--- src/pkg/pbcs_cfg.svh ---
// Register offsets, bit positions, status upper bits and reset window length of the basic control bank
`ifndef PBCS_CFG_SVH
`define PBCS_CFG_SVH
`define PBCS_OFS_CTRL      5'h00
`define PBCS_OFS_STAT      5'h01
`define PBCS_BIT_RESET     15
`define PBCS_BIT_LOOP      14
`define PBCS_BIT_SPEED     13
`define PBCS_BIT_ANEN      12
`define PBCS_BIT_PDOWN     11
`define PBCS_BIT_ISOL      10
`define PBCS_BIT_RESTART   9
`define PBCS_BIT_DUPLEX    8
`define PBCS_BIT_COLTEST   7
`define PBCS_STAT_UPPER    3'h3
`define PBCS_RST_CYCLES    4'h3
`endif

--- src/pkg/pbcs_pkg.sv ---
// Types shared by the basic control and status bank
package pbcs_pkg;
  typedef struct packed {
    logic       wrEn;
    logic       rdEn;
    logic [4:0] addr;
    logic [15:0] wdata;
  } pbcs_req_t;

  typedef struct packed {
    logic loopback;
    logic speed100;
    logic fullDuplex;
    logic powerDown;
    logic isolate;
    logic colTest;
    logic autonegEn;
  } pbcs_mode_t;
endpackage

--- src/hw/pbcs_regs.sv ---
// Basic control register and upper status bits of the PHY management bank
//
// Function
// - Bit 15 write one resets, self-clears
// - Autoneg enabled ignores forced speed bit
// - Autoneg result overrides speed, duplex; duplex resets one
// - Speed, autoneg reset values from strap
// - Reset from power-down: first clears, second resets
// - Bit 10 one isolates MAC-side interface
// - Bit 9 write one restarts autoneg, self-clears
// - Status 15 reads zero, 14 reads one
// - Status 13 reads one, read-only
`timescale 1ns/100ps
`default_nettype none
`include "pbcs_cfg.svh"

module pbcs_regs
  import pbcs_pkg::*;
(
  input  wire logic        clk,
  input  wire logic        resetn,
  input  wire logic        clkEn,
  input  wire pbcs_req_t   req,
  output logic      [15:0] rdata,
  output logic             rdValid,
  input  wire logic        strapAutonegSpeed,
  input  wire logic        anegDone,
  input  wire logic        anegSpeed100,
  input  wire logic        anegFullDuplex,
  output pbcs_mode_t       mode,
  output logic             softResetPulse,
  output logic             restartAutonegPulse
);

  // ---------------------------------------------------------------
  // Strap synchroniser
  // ---------------------------------------------------------------
  logic strapMeta_ff;
  logic strapSync_ff;
  always_ff @(posedge clk or negedge resetn) begin
    if (!resetn) begin
      strapMeta_ff <= 1'b0;
      strapSync_ff <= 1'b0;
    end else if (clkEn) begin
      strapMeta_ff <= strapAutonegSpeed;
      strapSync_ff <= strapMeta_ff;
    end
  end

  // ---------------------------------------------------------------
  // Decode
  // ---------------------------------------------------------------
  wire        wrCtrl   = req.wrEn && (req.addr == `PBCS_OFS_CTRL);
  wire        rdCtrl   = req.rdEn && (req.addr == `PBCS_OFS_CTRL);
  wire        rdStat   = req.rdEn && (req.addr == `PBCS_OFS_STAT);
  wire [15:0] wd       = req.wdata;
  wire        wrReset  = wrCtrl && wd[`PBCS_BIT_RESET];

  logic       loop_ff, speed_ff, anen_ff, pdown_ff;
  logic       isol_ff, duplex_ff, col_ff;
  logic [3:0] rstCnt_ff;
  logic       strapLoad_ff;

  // In power-down the reset write only wakes the device up
  wire        fullReset = wrReset && !pdown_ff;
  wire        wakeOnly  = wrReset && pdown_ff;
  wire        inReset   = (rstCnt_ff != 4'h0);

  // ---------------------------------------------------------------
  // Control register
  // ---------------------------------------------------------------
  // Strap is relatched a couple of cycles into the reset window so the
  // synchroniser has a settled value after power-on.
  always_ff @(posedge clk or negedge resetn) begin
    if (!resetn) begin
      rstCnt_ff    <= `PBCS_RST_CYCLES;
      strapLoad_ff <= 1'b1;
    end else if (clkEn) begin
      if (fullReset) begin
        rstCnt_ff <= `PBCS_RST_CYCLES;
      end else if (inReset) begin
        rstCnt_ff <= rstCnt_ff - 4'h1;
      end
      strapLoad_ff <= fullReset || (inReset && rstCnt_ff != 4'h1);
    end
  end

  always_ff @(posedge clk or negedge resetn) begin
    if (!resetn) begin
      loop_ff   <= 1'b0;
      speed_ff  <= 1'b0;
      anen_ff   <= 1'b0;
      pdown_ff  <= 1'b0;
      isol_ff   <= 1'b0;
      duplex_ff <= 1'b1;
      col_ff    <= 1'b0;
    end else if (clkEn) begin
      if (strapLoad_ff || fullReset) begin
        loop_ff   <= 1'b0;
        speed_ff  <= strapSync_ff;
        anen_ff   <= strapSync_ff;
        pdown_ff  <= 1'b0;
        isol_ff   <= 1'b0;
        duplex_ff <= 1'b1;
        col_ff    <= 1'b0;
      end else if (wakeOnly) begin
        pdown_ff  <= 1'b0;
      end else if (wrCtrl) begin
        loop_ff   <= wd[`PBCS_BIT_LOOP];
        speed_ff  <= wd[`PBCS_BIT_SPEED];
        anen_ff   <= wd[`PBCS_BIT_ANEN];
        pdown_ff  <= wd[`PBCS_BIT_PDOWN];
        isol_ff   <= wd[`PBCS_BIT_ISOL];
        duplex_ff <= wd[`PBCS_BIT_DUPLEX];
        col_ff    <= wd[`PBCS_BIT_COLTEST];
      end
    end
  end

  // ---------------------------------------------------------------
  // Strobes and effective mode
  // ---------------------------------------------------------------
  logic swRst_ff, restart_ff;
  always_ff @(posedge clk or negedge resetn) begin
    if (!resetn) begin
      swRst_ff   <= 1'b0;
      restart_ff <= 1'b0;
    end else if (clkEn) begin
      swRst_ff   <= fullReset;
      restart_ff <= wrCtrl && !wrReset && wd[`PBCS_BIT_RESTART];
    end
  end
  assign softResetPulse      = swRst_ff;
  assign restartAutonegPulse = restart_ff;

  wire useAneg = anen_ff && anegDone;

  // Under autoneg the negotiated result wins, yet the stored speed and
  // duplex bits still read back as written.
  assign mode = '{
    loopback:   loop_ff,
    speed100:   anen_ff ? anegSpeed100 : speed_ff,
    fullDuplex: anen_ff ? anegFullDuplex : duplex_ff,
    powerDown:  pdown_ff,
    isolate:    isol_ff,
    colTest:    col_ff,
    autonegEn:  anen_ff
  };

  // ---------------------------------------------------------------
  // Read path
  // ---------------------------------------------------------------
  // Self-clearing bits are never stored, so they always read zero.
  wire [15:0] ctrlWord = {1'b0, loop_ff, speed_ff, anen_ff, pdown_ff,
                          isol_ff, 1'b0, duplex_ff, col_ff, 7'h00};
  wire [15:0] statWord = {`PBCS_STAT_UPPER, 13'h0000};

  logic [15:0] rdata_ff;
  logic        rdValid_ff;
  always_ff @(posedge clk or negedge resetn) begin
    if (!resetn) begin
      rdata_ff   <= 16'h0000;
      rdValid_ff <= 1'b0;
    end else if (clkEn) begin
      rdValid_ff <= req.rdEn;
      rdata_ff   <= rdCtrl ? ctrlWord : (rdStat ? statWord : 16'h0000);
    end
  end
  assign rdata   = rdata_ff;
  assign rdValid = rdValid_ff;

  // An ordinary control write that the bank stores as written
  wire plainWr = clkEn && wrCtrl && !wrReset && !strapLoad_ff;
endmodule
`default_nettype wire

--- config.mk ---
export PLATFORM = sky130hd
export DESIGN_NAME = pbcs_regs
export DESIGN_NICKNAME = d
export VERILOG_FILES = /design/src/pkg/pbcs_pkg.sv /design/src/hw/pbcs_regs.sv
export VERILOG_INCLUDE_DIRS = /design/src /design/src/pkg
export SDC_FILE = /design/constraint.sdc
export NUM_CORES = 1
export LEC_CHECK = 0
export ABC_AREA = 1
export BUFFER_PORTS_ARGS = -buffer_cell sky130_fd_sc_hd__clkbuf_2
export CAP_MARGIN = 20
export CORE_MARGIN = 8
export CORE_UTILIZATION = 35
export DETAILED_ROUTE_END_ITERATION = 8
export GPL_ROUTABILITY_DRIVEN = 0
export GPL_TIMING_DRIVEN = 0
export HOLD_SLACK_MARGIN = 0.12
export PLACE_DENSITY = 0.67
export SYNTH_ARGS = -nofsm -noshare
export SYNTH_HDL_FRONTEND = slang
export SYNTH_SLANG_ARGS = --single-unit
--- constraint.sdc ---
create_clock -name clk -period 4.4 [get_ports clk]
set_input_delay 0 -clock clk [delete_from_list [all_inputs] [get_ports clk]]
set_output_delay 0 -clock clk [all_outputs]
set_load 0.005 [all_outputs]
==> metrics.sh, run 1 <==
RUN_STATUS='finished clean'
FINAL-HOLD-VIOLATION-COUNT=0
POSTSYNTHREGISTERBITS=24
DETAIL_ROUTE.VIAS_PER_CELL=4.28
DIE_X_UM=77.2
SYNTHDOMINANTCELLAREASHARE=0.381
ROUTED_WIRE_LENGTH_PER_INSTANCE_UM=11.5
WORST_HOLD_SLACK_NS=0.127
GLOBAL_ROUTE_WIRE_LENGTH_BEFORE_REPAIR_UM=5520
LAYOUT-AREA-OVERHEAD-VS-SYNTH_PCT=36.2
SETUP.WORST_PATH.START='clkEn'
DP.FINAL_HPWL_UM=2420
CELLLEAKAGEPOWER_nW=0.990
SYN-MEAN-INSTANCE-AREA_UM2=8.20
DR_TOTAL_VIAS=1164
TIMING.CRITICAL_PATH.TO_TYPE='register'
FINAL_ROUTED_WIRELENGTH_UM=3120
POST_SYNTH_ARST_SHARE=1.00
SWITCHING_SHARE=0.329
CLOCKBUFFERDEPTH=2
LAYOUT.CORE_UTILIZATION=0.492
POST_CTS_RESIZED=0
ANTENNA_CELLS=0
HOLDCRITSTARTPOINT='req[16]'
TIMING.FINAL.SETUP_VIOLATIONS=0
SEQUENTIAL_AREA_SHARE_AFTER_SYNTHESIS=0.461
POST_ROUTE_CELLS_DRIVE_ABOVE_1_SHARE=0.321
CTS-HTREE-LEVELS=1
IOPINCOUNT=56
WORST_CLK_SKEW_NS=0.00421
LAYOUT.NETS=257
INITIAL_UTILIZATION=0.361
CELL_CHAIN_CRITICAL_PATH='dlygate4sd3_1 -> clkbuf_2 -> clkbuf_1 -> nand3_1 -> dlygate4sd3_1 -> o21ai_0 -> dlygate4sd3_1'
WORST_SLEW_PIN_SLEW_NS=0.591
DOMINANTREGCELLSYNTH='dfrtp_1'
DRT-PASS1-ITER-COUNT=6
CTS_BUFFERS=3
ANTENNA_FOUND_INITIAL=0
YOSYSUNIQUECELLTYPES=26
MOST_REPEATED_CELL_IN_THE_GATE_LEVEL_NETLIST_AFTER_SYNTHESIS='nand2_1'
RELSLEWSLACK=0.606
WORSTSKEWPAIRLATENCY_NS=0.27
SYNTH_TOP_CELLS_BY_COUNT='nand2_1, inv_1, dfrtp_1, buf_4, nand3_1'
DPL_WORST_SLACK_NS=2.83
FP.DIEH_UM=77.2
CP.BUFFERS_INVERTERS=5
WORST_R2R_STARTPOINT='rstCnt_ff[0]'
DETAIL-ROUTE-ANTENNA-NETS=0
LARGEST_REGISTER_FF_COUNT=7
CRITPATHMAXFANOUT=10
MAXIMUM_NUMBER_OF_PINS_ON_ONE_NET_BEFORE_GLOBAL_ROUTE_REPAIR=25
SYNTH-EDFF-COUNT=0
CTS_TREE='built'
WORST_SETUP_PATH_START_KIND='primary input'
CORE_AREA_MM2=0.00363
CELL_INTERNAL_PWR_uW=471
RSZ_0062_RAISED_AFTER_GLOBAL_ROUTING='false'
CLOCK_SINK_COUNT=24
ROW_COUNT=22
FINAL.PERIOD_UTILIZATION=0.503
IR_DROP_mV=0.273
CRITICAL_PATH_CLASS='in -> reg'
DRT_ITER0_DRCS=42
SYNTHESIS.INSTANCES=160
MAX-CAP-VIOLATIONS=0
CP.REQUIRED_NS=4.61
TRACK_USAGE=0.109
DESIGN.DIE.AREA_MM2=0.00597
FINALWORSTPATHREQUIREDPERIOD_NS=2.22
SYNTH.YOSYS.WARNINGS=0
P_SWITCHING_uW=231
CRITPATHSLOWESTCELL='dlygate4sd3_1'
OVERALL_POWER_CONSUMPTION_uW=702
CRIT_ARRIVAL_NS=2.43
CELL_TYPE_WITH_THE_HIGHEST_OCCURRENCE_COUNT_ON_THE_CRITICAL_PATH='dlygate4sd3_1'
CTS_SETUP_BUFFERS=0
POWER.SHARE.COMBINATIONAL=0.338
CLOCK_TREE.ROOT_CELL='clkbuf_8'
SEQUENTIALPOWERSHARE=0.447
SETUP_TOTAL_NEGATIVE_SLACK_NS=0
OVERFLOW=0
CLASS_OF_THE_WORST_HOLD_PATH='in -> reg'
TOP_CELL_TYPE_BY_TOTAL_AREA_AFTER_SYNTHESIS='dfrtp_1'
NUMBER_OF_GLOBAL_ROUTE_VIAS_BEFORE_REPAIR=1227
DRC=0
POWER.SHARE.CLOCK=0.214
DRV_SLEW=0
TIMING.FMAX_MHz=451
SLACK_OF_THE_CRITICAL_PATH_NS=2.18
TIMING.CRITICAL_PATH.MAX_DELAY_FAMILY='buffers and inverters'
SYNTH.CELL_AREA_MM2=0.00131
WORST_SETUP_HOLD_PATH_CLK_SLEW_NS=0.09
PORT_BUFFERS=38
POWER_DENSITY_mW_PER_MM2=393
SYNTHTOPCELLSBYAREA='dfrtp_1, nand2_1, buf_4'
SLOWEST_DELAY_NS=0.57
-- worst register-to-register path: stages (launching register included) --
cell and delay, ns:
dfstp_2 0.55, inv_1 0.06, ha_1 0.21, inv_1 0.05, nor3_1 0.03, nor2_1 0.19, nand4_1 0.15, nand2_1 0.08
inv_1 0.03, nor3_1 0.13
-- final timing paths --
kind                                        to  slack, ns  depth (start not counted)
setup / recovery           restartAutonegPulse       2.18                          7
hold / removal                       rdata[14]       0.13                          5
setup reg to reg                  rstCnt_ff[3]       2.83                          9
hold reg to reg                   strapSync_ff       0.48                          2
max in group asynchronous       softResetPulse       3.75                          2
min in group asynchronous             rdata[8]       0.26                          2
-- power by group through the flow --
| stage | registers [mW] | logic, mW | clock network, mW |
|---|---|---|---|
| after floorplan | 0.309 | 0.165 | 0 |
| after detailed placement | 0.318 | 0.231 | 0 |
| after CTS | 0.314 | 0.242 | 0.158 |
| after global routing | 0.322 | 0.278 | 0.165 |
| after global placement | 0.318 | 0.228 | 0 |
| final | 0.314 | 0.238 | 0.151 |
-- metrics by stage --
step	area [um2]	cells
2_1_floorplan	1340	168
4_1_cts	1790	272
3_3_place_gp	1590	254
3_5_place_dp	1590	254
6_report	1790	272
5_1_grt	1790	272
-- layout make-up --
| cell class | count | area (um2) |
|---|---|---|
| plain buffers | 17 | 124 |
| clock buffers | 4 | 55.1 |
| fillers | 383 | 1850 |
| inverters | 21 | 78.8 |
| multi-input cells | 106 | 534 |
| flip-flops and latches | 24 | 606 |
| well taps | 48 | 60.1 |
| repair buffers | 52 | 330 |
-- cell usage in the layout (no fill, tap or decap), types with 2 or more instances in the layout --
cell           instances
nand2_1               44
clkbuf_2              38
inv_1                 21
dfrtp_1               20
buf_4                 14
dlygate4sd3_1         14
nand3_1               12
conb_1                 9
o21ai_0                8
nor2_1                 8
nor3_1                 4
o21ai_2                4
clkbuf_8               4
dfstp_2                4
nand2_2                2
clkbuf_1               2
nand4_1                2
a21oi_1                2
ha_1                   2
-- what timing repair did --
item                                    4_1_cts  5_1_grt
endpoints found under the setup margin        0        0
hold buffers                                 14        0
hold endpoints to repair                     39        0
-- cell families after synthesis --
logic type / share of synthesized area
simple gates: 0.266
buf+inv: 0.154
flops: 0.461
compound gates: 0.0896
fa+ha+maj: 0.0191
xor+xnor: 0.00667
other cells: 0.00286
-- per-layer routing --
metal,global-route usage,up-vias,part of all wire
met2,0.195,34,0.50
li1,-,606,-
met4,0.0113,0,0.0019
met3,0.0490,2,0.083
met5,0,-,0
met1,0.117,522,0.41
Power figures use the tool's default switching activity.
==> run 2: changes to the inputs <==
ABC_AREA = 0   (was 1)
clock period = 2.15 ns   (was 4.4 ns; I/O delays follow)
==> run 2 against run 1 <==
Global-route usage down 0.075 points. Clock skew fell by 0.0016 ns. Hold slack gained 0.030 ns. Worst setup slack lost 1.9 ns. Die area down 1.7%. Highest routed layer unchanged. Via count decreased by 12%.
==> metrics.sh, run 2 <==
DR_TOTAL_VIAS=1025  # -12%
CRITICAL_PATH_CLASS='in -> reg'
DRT_ITER0_DRCS=26  # -38%
DIE_X_UM=76.6  # -0.84%
POST_SYNTH_ARST_SHARE=1.00  # unchanged
WORST_SETUP_HOLD_PATH_CLK_SLEW_NS=0.08  # about the same
DRT-PASS1-ITER-COUNT=4  # -2
WORST_SLEW_PIN_SLEW_NS=0.620  # +0.0290 ns
SETUP_TOTAL_NEGATIVE_SLACK_NS=0  # unchanged
CTS_BUFFERS=3  # unchanged
CP.REQUIRED_NS=2.33  # -2.28 ns
CLASS_OF_THE_WORST_HOLD_PATH='in -> reg'
MOSTFREQUENTLAYOUTCELL='clkbuf_2'
INITIAL_UTILIZATION=0.356  # -0.00488
DETAIL-ROUTE-ANTENNA-NETS=0  # unchanged
POST-ROUTE-CELL-AREA_MM2=0.00179  # +0.28%
FINALWORSTPATHREQUIREDPERIOD_NS=1.86
SYNTHESIS.INSTANCES=122  # -24%
RELSLEWSLACK=0.587  # -0.0193
DESIGN.DIE.AREA_MM2=0.00587  # -1.7%
SYNTH_TOP_CELLS_BY_COUNT='dfrtp_1, inv_1, buf_4, nand2_1'
SYNTH.YOSYS.WARNINGS=0  # unchanged
DETAIL_ROUTE.VIAS_PER_CELL=4.31  # +0.64%
FINAL.PERIOD_UTILIZATION=0.863
MOST_REPEATED_CELL_IN_THE_GATE_LEVEL_NETLIST_AFTER_SYNTHESIS='dfrtp_1'
FINAL_ROUTED_WIRELENGTH_UM=3110  # -0.32%
MOSTFREQUENTLAYOUTCELLS='clkbuf_2, dfrtp_1, dlygate4sd3_1'
LARGEST_REGISTER_FF_COUNT=7  # unchanged
CTS-HTREE-LEVELS=1  # unchanged
POWER_DENSITY_mW_PER_MM2=857  # +120%
TRACK_USAGE=0.108  # -0.000747
SYN-MEAN-INSTANCE-AREA_UM2=10.5  # +28%
DOMINANTREGCELLSYNTH='dfrtp_1'
WORST_SETUP_PATH_START_KIND='primary input'
OVERALL_POWER_CONSUMPTION_mW=1.54  # +120%
CRIT_ARRIVAL_NS=2.03  # -0.40 ns
MAX-CAP-VIOLATIONS=0  # unchanged
PLACED_CELLS_INCL_TAPS=216  # -15%
POSTSYNTHREGISTERBITS=24  # unchanged
POST_DP_CELL_AREA_MM2=0.00157  # -1.7%
PORT_BUFFERS=38  # unchanged
DPL_WORST_SLACK_NS=0.581  # -2.25 ns
SEQUENTIAL_AREA_SHARE_AFTER_SYNTHESIS=0.471  # +0.00988
IR_DROP_mV=0.416  # +52%
LAYOUT.CORE_UTILIZATION=0.497  # +0.00514
FP.DIEH_UM=76.6  # -0.84%
TOP_CELL_TYPE_BY_TOTAL_AREA_AFTER_SYNTHESIS='dfrtp_1'
GLOBAL_ROUTE_WIRE_LENGTH_BEFORE_REPAIR_UM=5270  # -4.5%
POST_ROUTE_CELLS_DRIVE_ABOVE_1_SHARE=0.386  # +0.0648
CELLLEAKAGEPOWER_nW=0.848  # -14%
CRITPATHMAXFANOUT=6  # -4
CLOCKBUFFERDEPTH=2  # unchanged
LAYOUT.NETS=222  # -14%
WORST_HOLD_SLACK_NS=0.157  # +0.0299 ns
CTS_SETUP_BUFFERS=0  # unchanged
SLACK_OF_THE_CRITICAL_PATH_NS=0.294  # -1.89 ns
SYNTHDOMINANTCELLAREASHARE=0.389  # +0.00817
DRC=0  # unchanged
OVERFLOW=0  # unchanged
YOSYSUNIQUECELLTYPES=32  # +23%
MAXIMUM_NUMBER_OF_PINS_ON_ONE_NET_BEFORE_GLOBAL_ROUTE_REPAIR=25  # unchanged
CTS_TREE='built'
SYNTH.CELL_AREA_MM2=0.00128  # -2.1%
CLOCK_TREE.ROOT_CELL='clkbuf_8'
CORE_AREA_MM2=0.00361  # -0.76%
SYNTH-EDFF-COUNT=0  # unchanged
ANTENNA_FOUND_INITIAL=0  # unchanged
LAYOUT-AREA-OVERHEAD-VS-SYNTH_PCT=39.5
DP.FINAL_HPWL_UM=2240  # -7.3%
TIMING.FMAX_MHz=539
RUN_STATUS='finished clean'
SYNTHTOPCELLSBYAREA='dfrtp_1, mux2_2, buf_4'
WORSTSKEWPAIRLATENCY_NS=0.27  # about the same
NUMBER_OF_GLOBAL_ROUTE_VIAS_BEFORE_REPAIR=1073  # -13%
TIMING.CRITICAL_PATH.TO_TYPE='register'
CLOCK_SINK_COUNT=24  # unchanged
ROW_COUNT=22  # unchanged
STDCELL_COUNT=238  # -13%
IOPINCOUNT=56  # unchanged
DRV_SLEW=0  # unchanged
ROUTED_WIRE_LENGTH_PER_INSTANCE_UM=13.1  # +14%
WORST_CLK_SKEW_NS=0.00260  # -0.00161 ns
TIMING.FINAL.SETUP_VIOLATIONS=0  # unchanged
RSZ_0062_RAISED_AFTER_GLOBAL_ROUTING='false'
FINAL-HOLD-VIOLATION-COUNT=0  # unchanged
==> run 2: cell types whose count changed after synthesis, sizes merged, moves of 3 or more <==
| cell | previous run | this run |
|---|---|---|
| mux2 | 0 | 10 |
| inv | 21 | 16 |
| nand3 | 12 | 2 |
| mux2i | 0 | 3 |
| nand2 | 47 | 13 |
| nand4 | 3 | 0 |
| nor3 | 4 | 1 |
| a21oi | 3 | 0 |
| nor2 | 10 | 1 |
==> run 2: logic make-up after synthesis <==
family                   Yosys count  share of synthesized area
other                              1                    0.00292
flip-flops                        24                      0.471
XOR/XNOR                           3                     0.0205
buffers and inverters             32                      0.134
AO/OA/AOI/OAI                     21                      0.127
AND/OR/NAND/NOR                   26                      0.114
multiplexers                      13                      0.111
adder cells (fa/ha/maj)            2                     0.0195
==> run 2: path summary, 6_finish.rpt <==
path,startpoint,end,slack [ns],depth (start not counted)
min reg2reg,strapMeta_ff,strapSync_ff,0.51,1
min,clkEn,rstCnt_ff[1],0.16,3
min in group asynchronous,resetn,strapMeta_ff,0.27,2
max in group asynchronous,resetn,restartAutonegPulse,1.48,2
max,req[17],restartAutonegPulse,0.29,7
max reg2reg,pdown_ff,anen_ff,0.57,4
==> run 2: critical path, cell delays in order <==
cell and delay (ns):
dlygate4sd3_1 0.54, clkbuf_2 0.12, nor4_4 0.31, and2_1 0.28
nand4b_1 0.11, dlygate4sd3_1 0.58, o21ai_0 0.09
==> run 2: repair_timing <==
item,in CTS,in global routing
resized for setup,0,0
endpoints found under the hold margin,32,0
hold buffers,17,0
endpoints found under the setup margin,0,0
==> run 2: metal layers <==
| layer | track usage | wire [um] |
|---|---|---|
| met1 | 0.125 | 1320 |
| met2 | 0.179 | 1560 |
| met3 | 0.0389 | 206 |
| met4 | 0.0365 | 31 |
| met5 | 0 | 0 |
==> run 2: area by class of cell <==
class	instances	area [um2]
fillers	358	1810
flip-flops and latches	24	606
multi-input cells	74	537
repair buffers	55	360
plain buffers	16	113
inverters	16	60.1
well taps	48	60.1
clock buffers	4	55.1
diodes	1	2.50
==> run 2: power breakdown <==
part | leakage [nW] | internal [mW] | switching (mW) | total (mW)
Combinational | 0.517 | 0.307 | 0.218 | 0.526
Clock | 0.0288 | 0.164 | 0.146 | 0.310
Sequential | 0.303 | 0.589 | 0.112 | 0.701
Total | 0.848 | 1.06 | 0.477 | 1.54
==> run 3: changes to the inputs <==
PLACE_DENSITY = unset   (was 0.67)
PLACE_DENSITY_LB_ADDON = 0.05   (was unset)
==> run 3 against run 2 <==
Clock power rose by 28%. Die area did not move. Clock skew rose by 0.0043 ns. Sequential power barely moved. Largest cell class unchanged.
==> metrics.sh, run 3 (synthesis results as in run 2) <==
SWITCHING_SHARE=0.295  # -0.0155
WORST_SETUP_PATH_START_KIND='primary input'
DP.FINAL_HPWL_UM=2320  # +3.8%
DRC=0  # unchanged
MAXIMUM_NUMBER_OF_PINS_ON_ONE_NET_BEFORE_GLOBAL_ROUTE_REPAIR=25  # unchanged
OVERALL_POWER_CONSUMPTION_mW=1.62  # +5.7%
LAYOUT-AREA-OVERHEAD-VS-SYNTH_PCT=39.8
NUMBER_OF_GLOBAL_ROUTE_VIAS_BEFORE_REPAIR=1106  # +3.1%
SLOWEST_DELAY_NS=0.59  # about the same
CLOCK_TREE.ROOT_CELL='clkbuf_8'
TIMING.FMAX_MHz=536  # -0.55%
CLASS_OF_THE_WORST_HOLD_PATH='in -> reg'
HOLDCRITSTARTPOINT='req[19]'
TIMING.FINAL.SETUP_VIOLATIONS=0  # unchanged
RELSLEWSLACK=0.599  # +0.0116
POST_CTS_RESIZED=0  # unchanged
DR_TOTAL_VIAS=1044  # +1.9%
INITIAL_UTILIZATION=0.356  # unchanged
CRIT_ARRIVAL_NS=2.05  # +0.02 ns
PORT_BUFFERS=38  # unchanged
ROUTED_WIRE_LENGTH_PER_INSTANCE_UM=13.0  # -0.71%
DESIGN.DIE.AREA_MM2=0.00587  # unchanged
WORSTSKEWPAIRLATENCY_NS=0.27  # about the same
ROW_COUNT=22  # unchanged
WORST_R2R_STARTPOINT='pdown_ff'
CELL_INTERNAL_PWR_mW=1.15  # +8.1%
MOSTFREQUENTLAYOUTCELLS='clkbuf_2, dfrtp_1, inv_1, dlygate4sd3_1, buf_4'
DRT_ITER0_DRCS=16  # -38%
LAYOUT.NETS=221  # -0.45%
DETAIL_ROUTE.VIAS_PER_CELL=4.42  # +2.7%
ANTENNA_CELLS=0  # -1
DETAIL-ROUTE-ANTENNA-NETS=0  # unchanged
CP.BUFFERS_INVERTERS=3  # unchanged
CORE_AREA_MM2=0.00361  # unchanged
CTS_TREE='built'
CTS_SETUP_BUFFERS=0  # unchanged
FINAL-HOLD-VIOLATION-COUNT=0  # unchanged
CELL_CHAIN_CRITICAL_PATH='dlygate4sd3_1 -> clkbuf_2 -> nor4_4 -> and2_1 -> nand4b_1 -> dlygate4sd3_1 -> o21ai_0'
POWER.SHARE.COMBINATIONAL=0.324  # -0.018
GLOBAL_ROUTE_WIRE_LENGTH_BEFORE_REPAIR_UM=5170  # -2.0%
DRT-PASS1-ITER-COUNT=3  # -1
SETUP.WORST_PATH.START='req[17]'
CRITICAL_PATH_CLASS='in -> reg'
POST_ROUTE_CELLS_DRIVE_ABOVE_1_SHARE=0.388  # +0.00205
P_SWITCHING_uW=479  # +0.43%
CTS_BUFFERS=3  # unchanged
TIMING.CRITICAL_PATH.TO_TYPE='register'
DPL_WORST_SLACK_NS=0.541  # -0.0397 ns
FINAL_ROUTED_WIRELENGTH_UM=3070  # -1.5%
POWER.SHARE.CLOCK=0.244  # +0.042
CLOCKBUFFERDEPTH=2  # unchanged
OVERFLOW=0  # unchanged
WORST_CLK_SKEW_NS=0.00689  # +0.00429 ns
RUN_STATUS='finished clean'
TIMING.CRITICAL_PATH.MAX_DELAY_FAMILY='buffers and inverters'
FINALWORSTPATHREQUIREDPERIOD_NS=1.87  # +0.0102 ns
ANTENNA_FOUND_INITIAL=0  # unchanged
CELLLEAKAGEPOWER_nW=0.849  # about the same
SLACK_OF_THE_CRITICAL_PATH_NS=0.284  # -0.0102 ns
CRITPATHMAXFANOUT=6  # unchanged
SEQUENTIALPOWERSHARE=0.432  # -0.024
SETUP_TOTAL_NEGATIVE_SLACK_NS=0  # unchanged
TRACK_USAGE=0.108  # -0.000324
MAX-CAP-VIOLATIONS=0  # unchanged
LARGEST_REGISTER_FF_COUNT=7  # unchanged
POWER_DENSITY_mW_PER_MM2=904  # +5.5%
CRITPATHSLOWESTCELL='dlygate4sd3_1'
DRV_SLEW=0  # unchanged
FINAL.PERIOD_UTILIZATION=0.868  # +0.00475
DIE_X_UM=76.6  # unchanged
WORST_SLEW_PIN_SLEW_NS=0.602  # -0.0175 ns
POST_CTS_HOLD_BUFFER_COUNT=16  # -1
FP.DIEH_UM=76.6  # unchanged
WORST_SETUP_HOLD_PATH_CLK_SLEW_NS=0.09  # about the same
MOSTFREQUENTLAYOUTCELL='clkbuf_2'
IOPINCOUNT=56  # unchanged
CP.REQUIRED_NS=2.34  # about the same
CELL_TYPE_WITH_THE_HIGHEST_OCCURRENCE_COUNT_ON_THE_CRITICAL_PATH='dlygate4sd3_1'
IR_DROP_mV=0.365  # -12%
CTS-HTREE-LEVELS=1  # unchanged
WORST_HOLD_SLACK_NS=0.117  # -0.0394 ns
RSZ_0062_RAISED_AFTER_GLOBAL_ROUTING='false'
CLOCK_SINK_COUNT=24  # unchanged
-- run 3: changes by cell type in the layout (fill, tap and decap cells not counted), sizes merged --
cell	change
bufinv	+1
clkbuf	-1
diode	-1
dlygate4sd3	-1
-- run 3: layer usage --
metal / track usage / up-vias / part of all wire
li1: - / 519 / -
met1: 0.122 / 492 / 0.44
met2: 0.181 / 28 / 0.48
met3: 0.0342 / 5 / 0.061
met4: 0.0462 / 0 / 0.017
met5: 0 / - / 0
-- run 3: cell type report --
type | instances | area (um2)
timing repair buffer | 54 | 350
multi-input combinational | 74 | 537
clock buffer | 3 | 41.3
clock inverter | 1 | 30.0
tap | 48 | 60.1
fill | 347 | 1810
buffer | 16 | 113
sequential | 24 | 606
inverter | 16 | 60.1
-- run 3: per-stage QoR --
step,cells,instance area [um2],util
floorplan,130,1320,-
global placement,216,1570,0.434
detailed placement,216,1570,0.434
CTS,236,1800,0.498
global route,236,1800,0.498
finish,236,1800,0.498
-- run 3: power groups by stage --
stage                     registers (mW)  logic (mW)  clock network [mW]
after detailed placement           0.710       0.512                   0
after global placement             0.707       0.495                   0
after CTS                          0.702       0.537               0.410
final                              0.701       0.526               0.397
after floorplan                    0.680       0.364                   0
after global routing               0.719       0.589               0.431
-- run 3: final timing paths --
check | end | cells after the start | slack, ns
worst max-delay path | restartAutonegPulse | 7 | 0.28
worst min-delay path | rdata[14] | 4 | 0.12
worst max register to register | speed_ff | 4 | 0.57
worst min register to register | strapSync_ff | 1 | 0.51
max in group asynchronous | rdata[11] | 2 | 1.49
min in group asynchronous | rstCnt_ff[3] | 2 | 0.26
-- run 3: worst register-to-register path: cells and delay by family (launching register included) --
kind | cells | cell delay (ns)
AOI/OAI and AO/OA | 1 | 0.18
DFF | 1 | 0.43
muxes | 2 | 0.57
and+or+nand+nor | 1 | 0.30
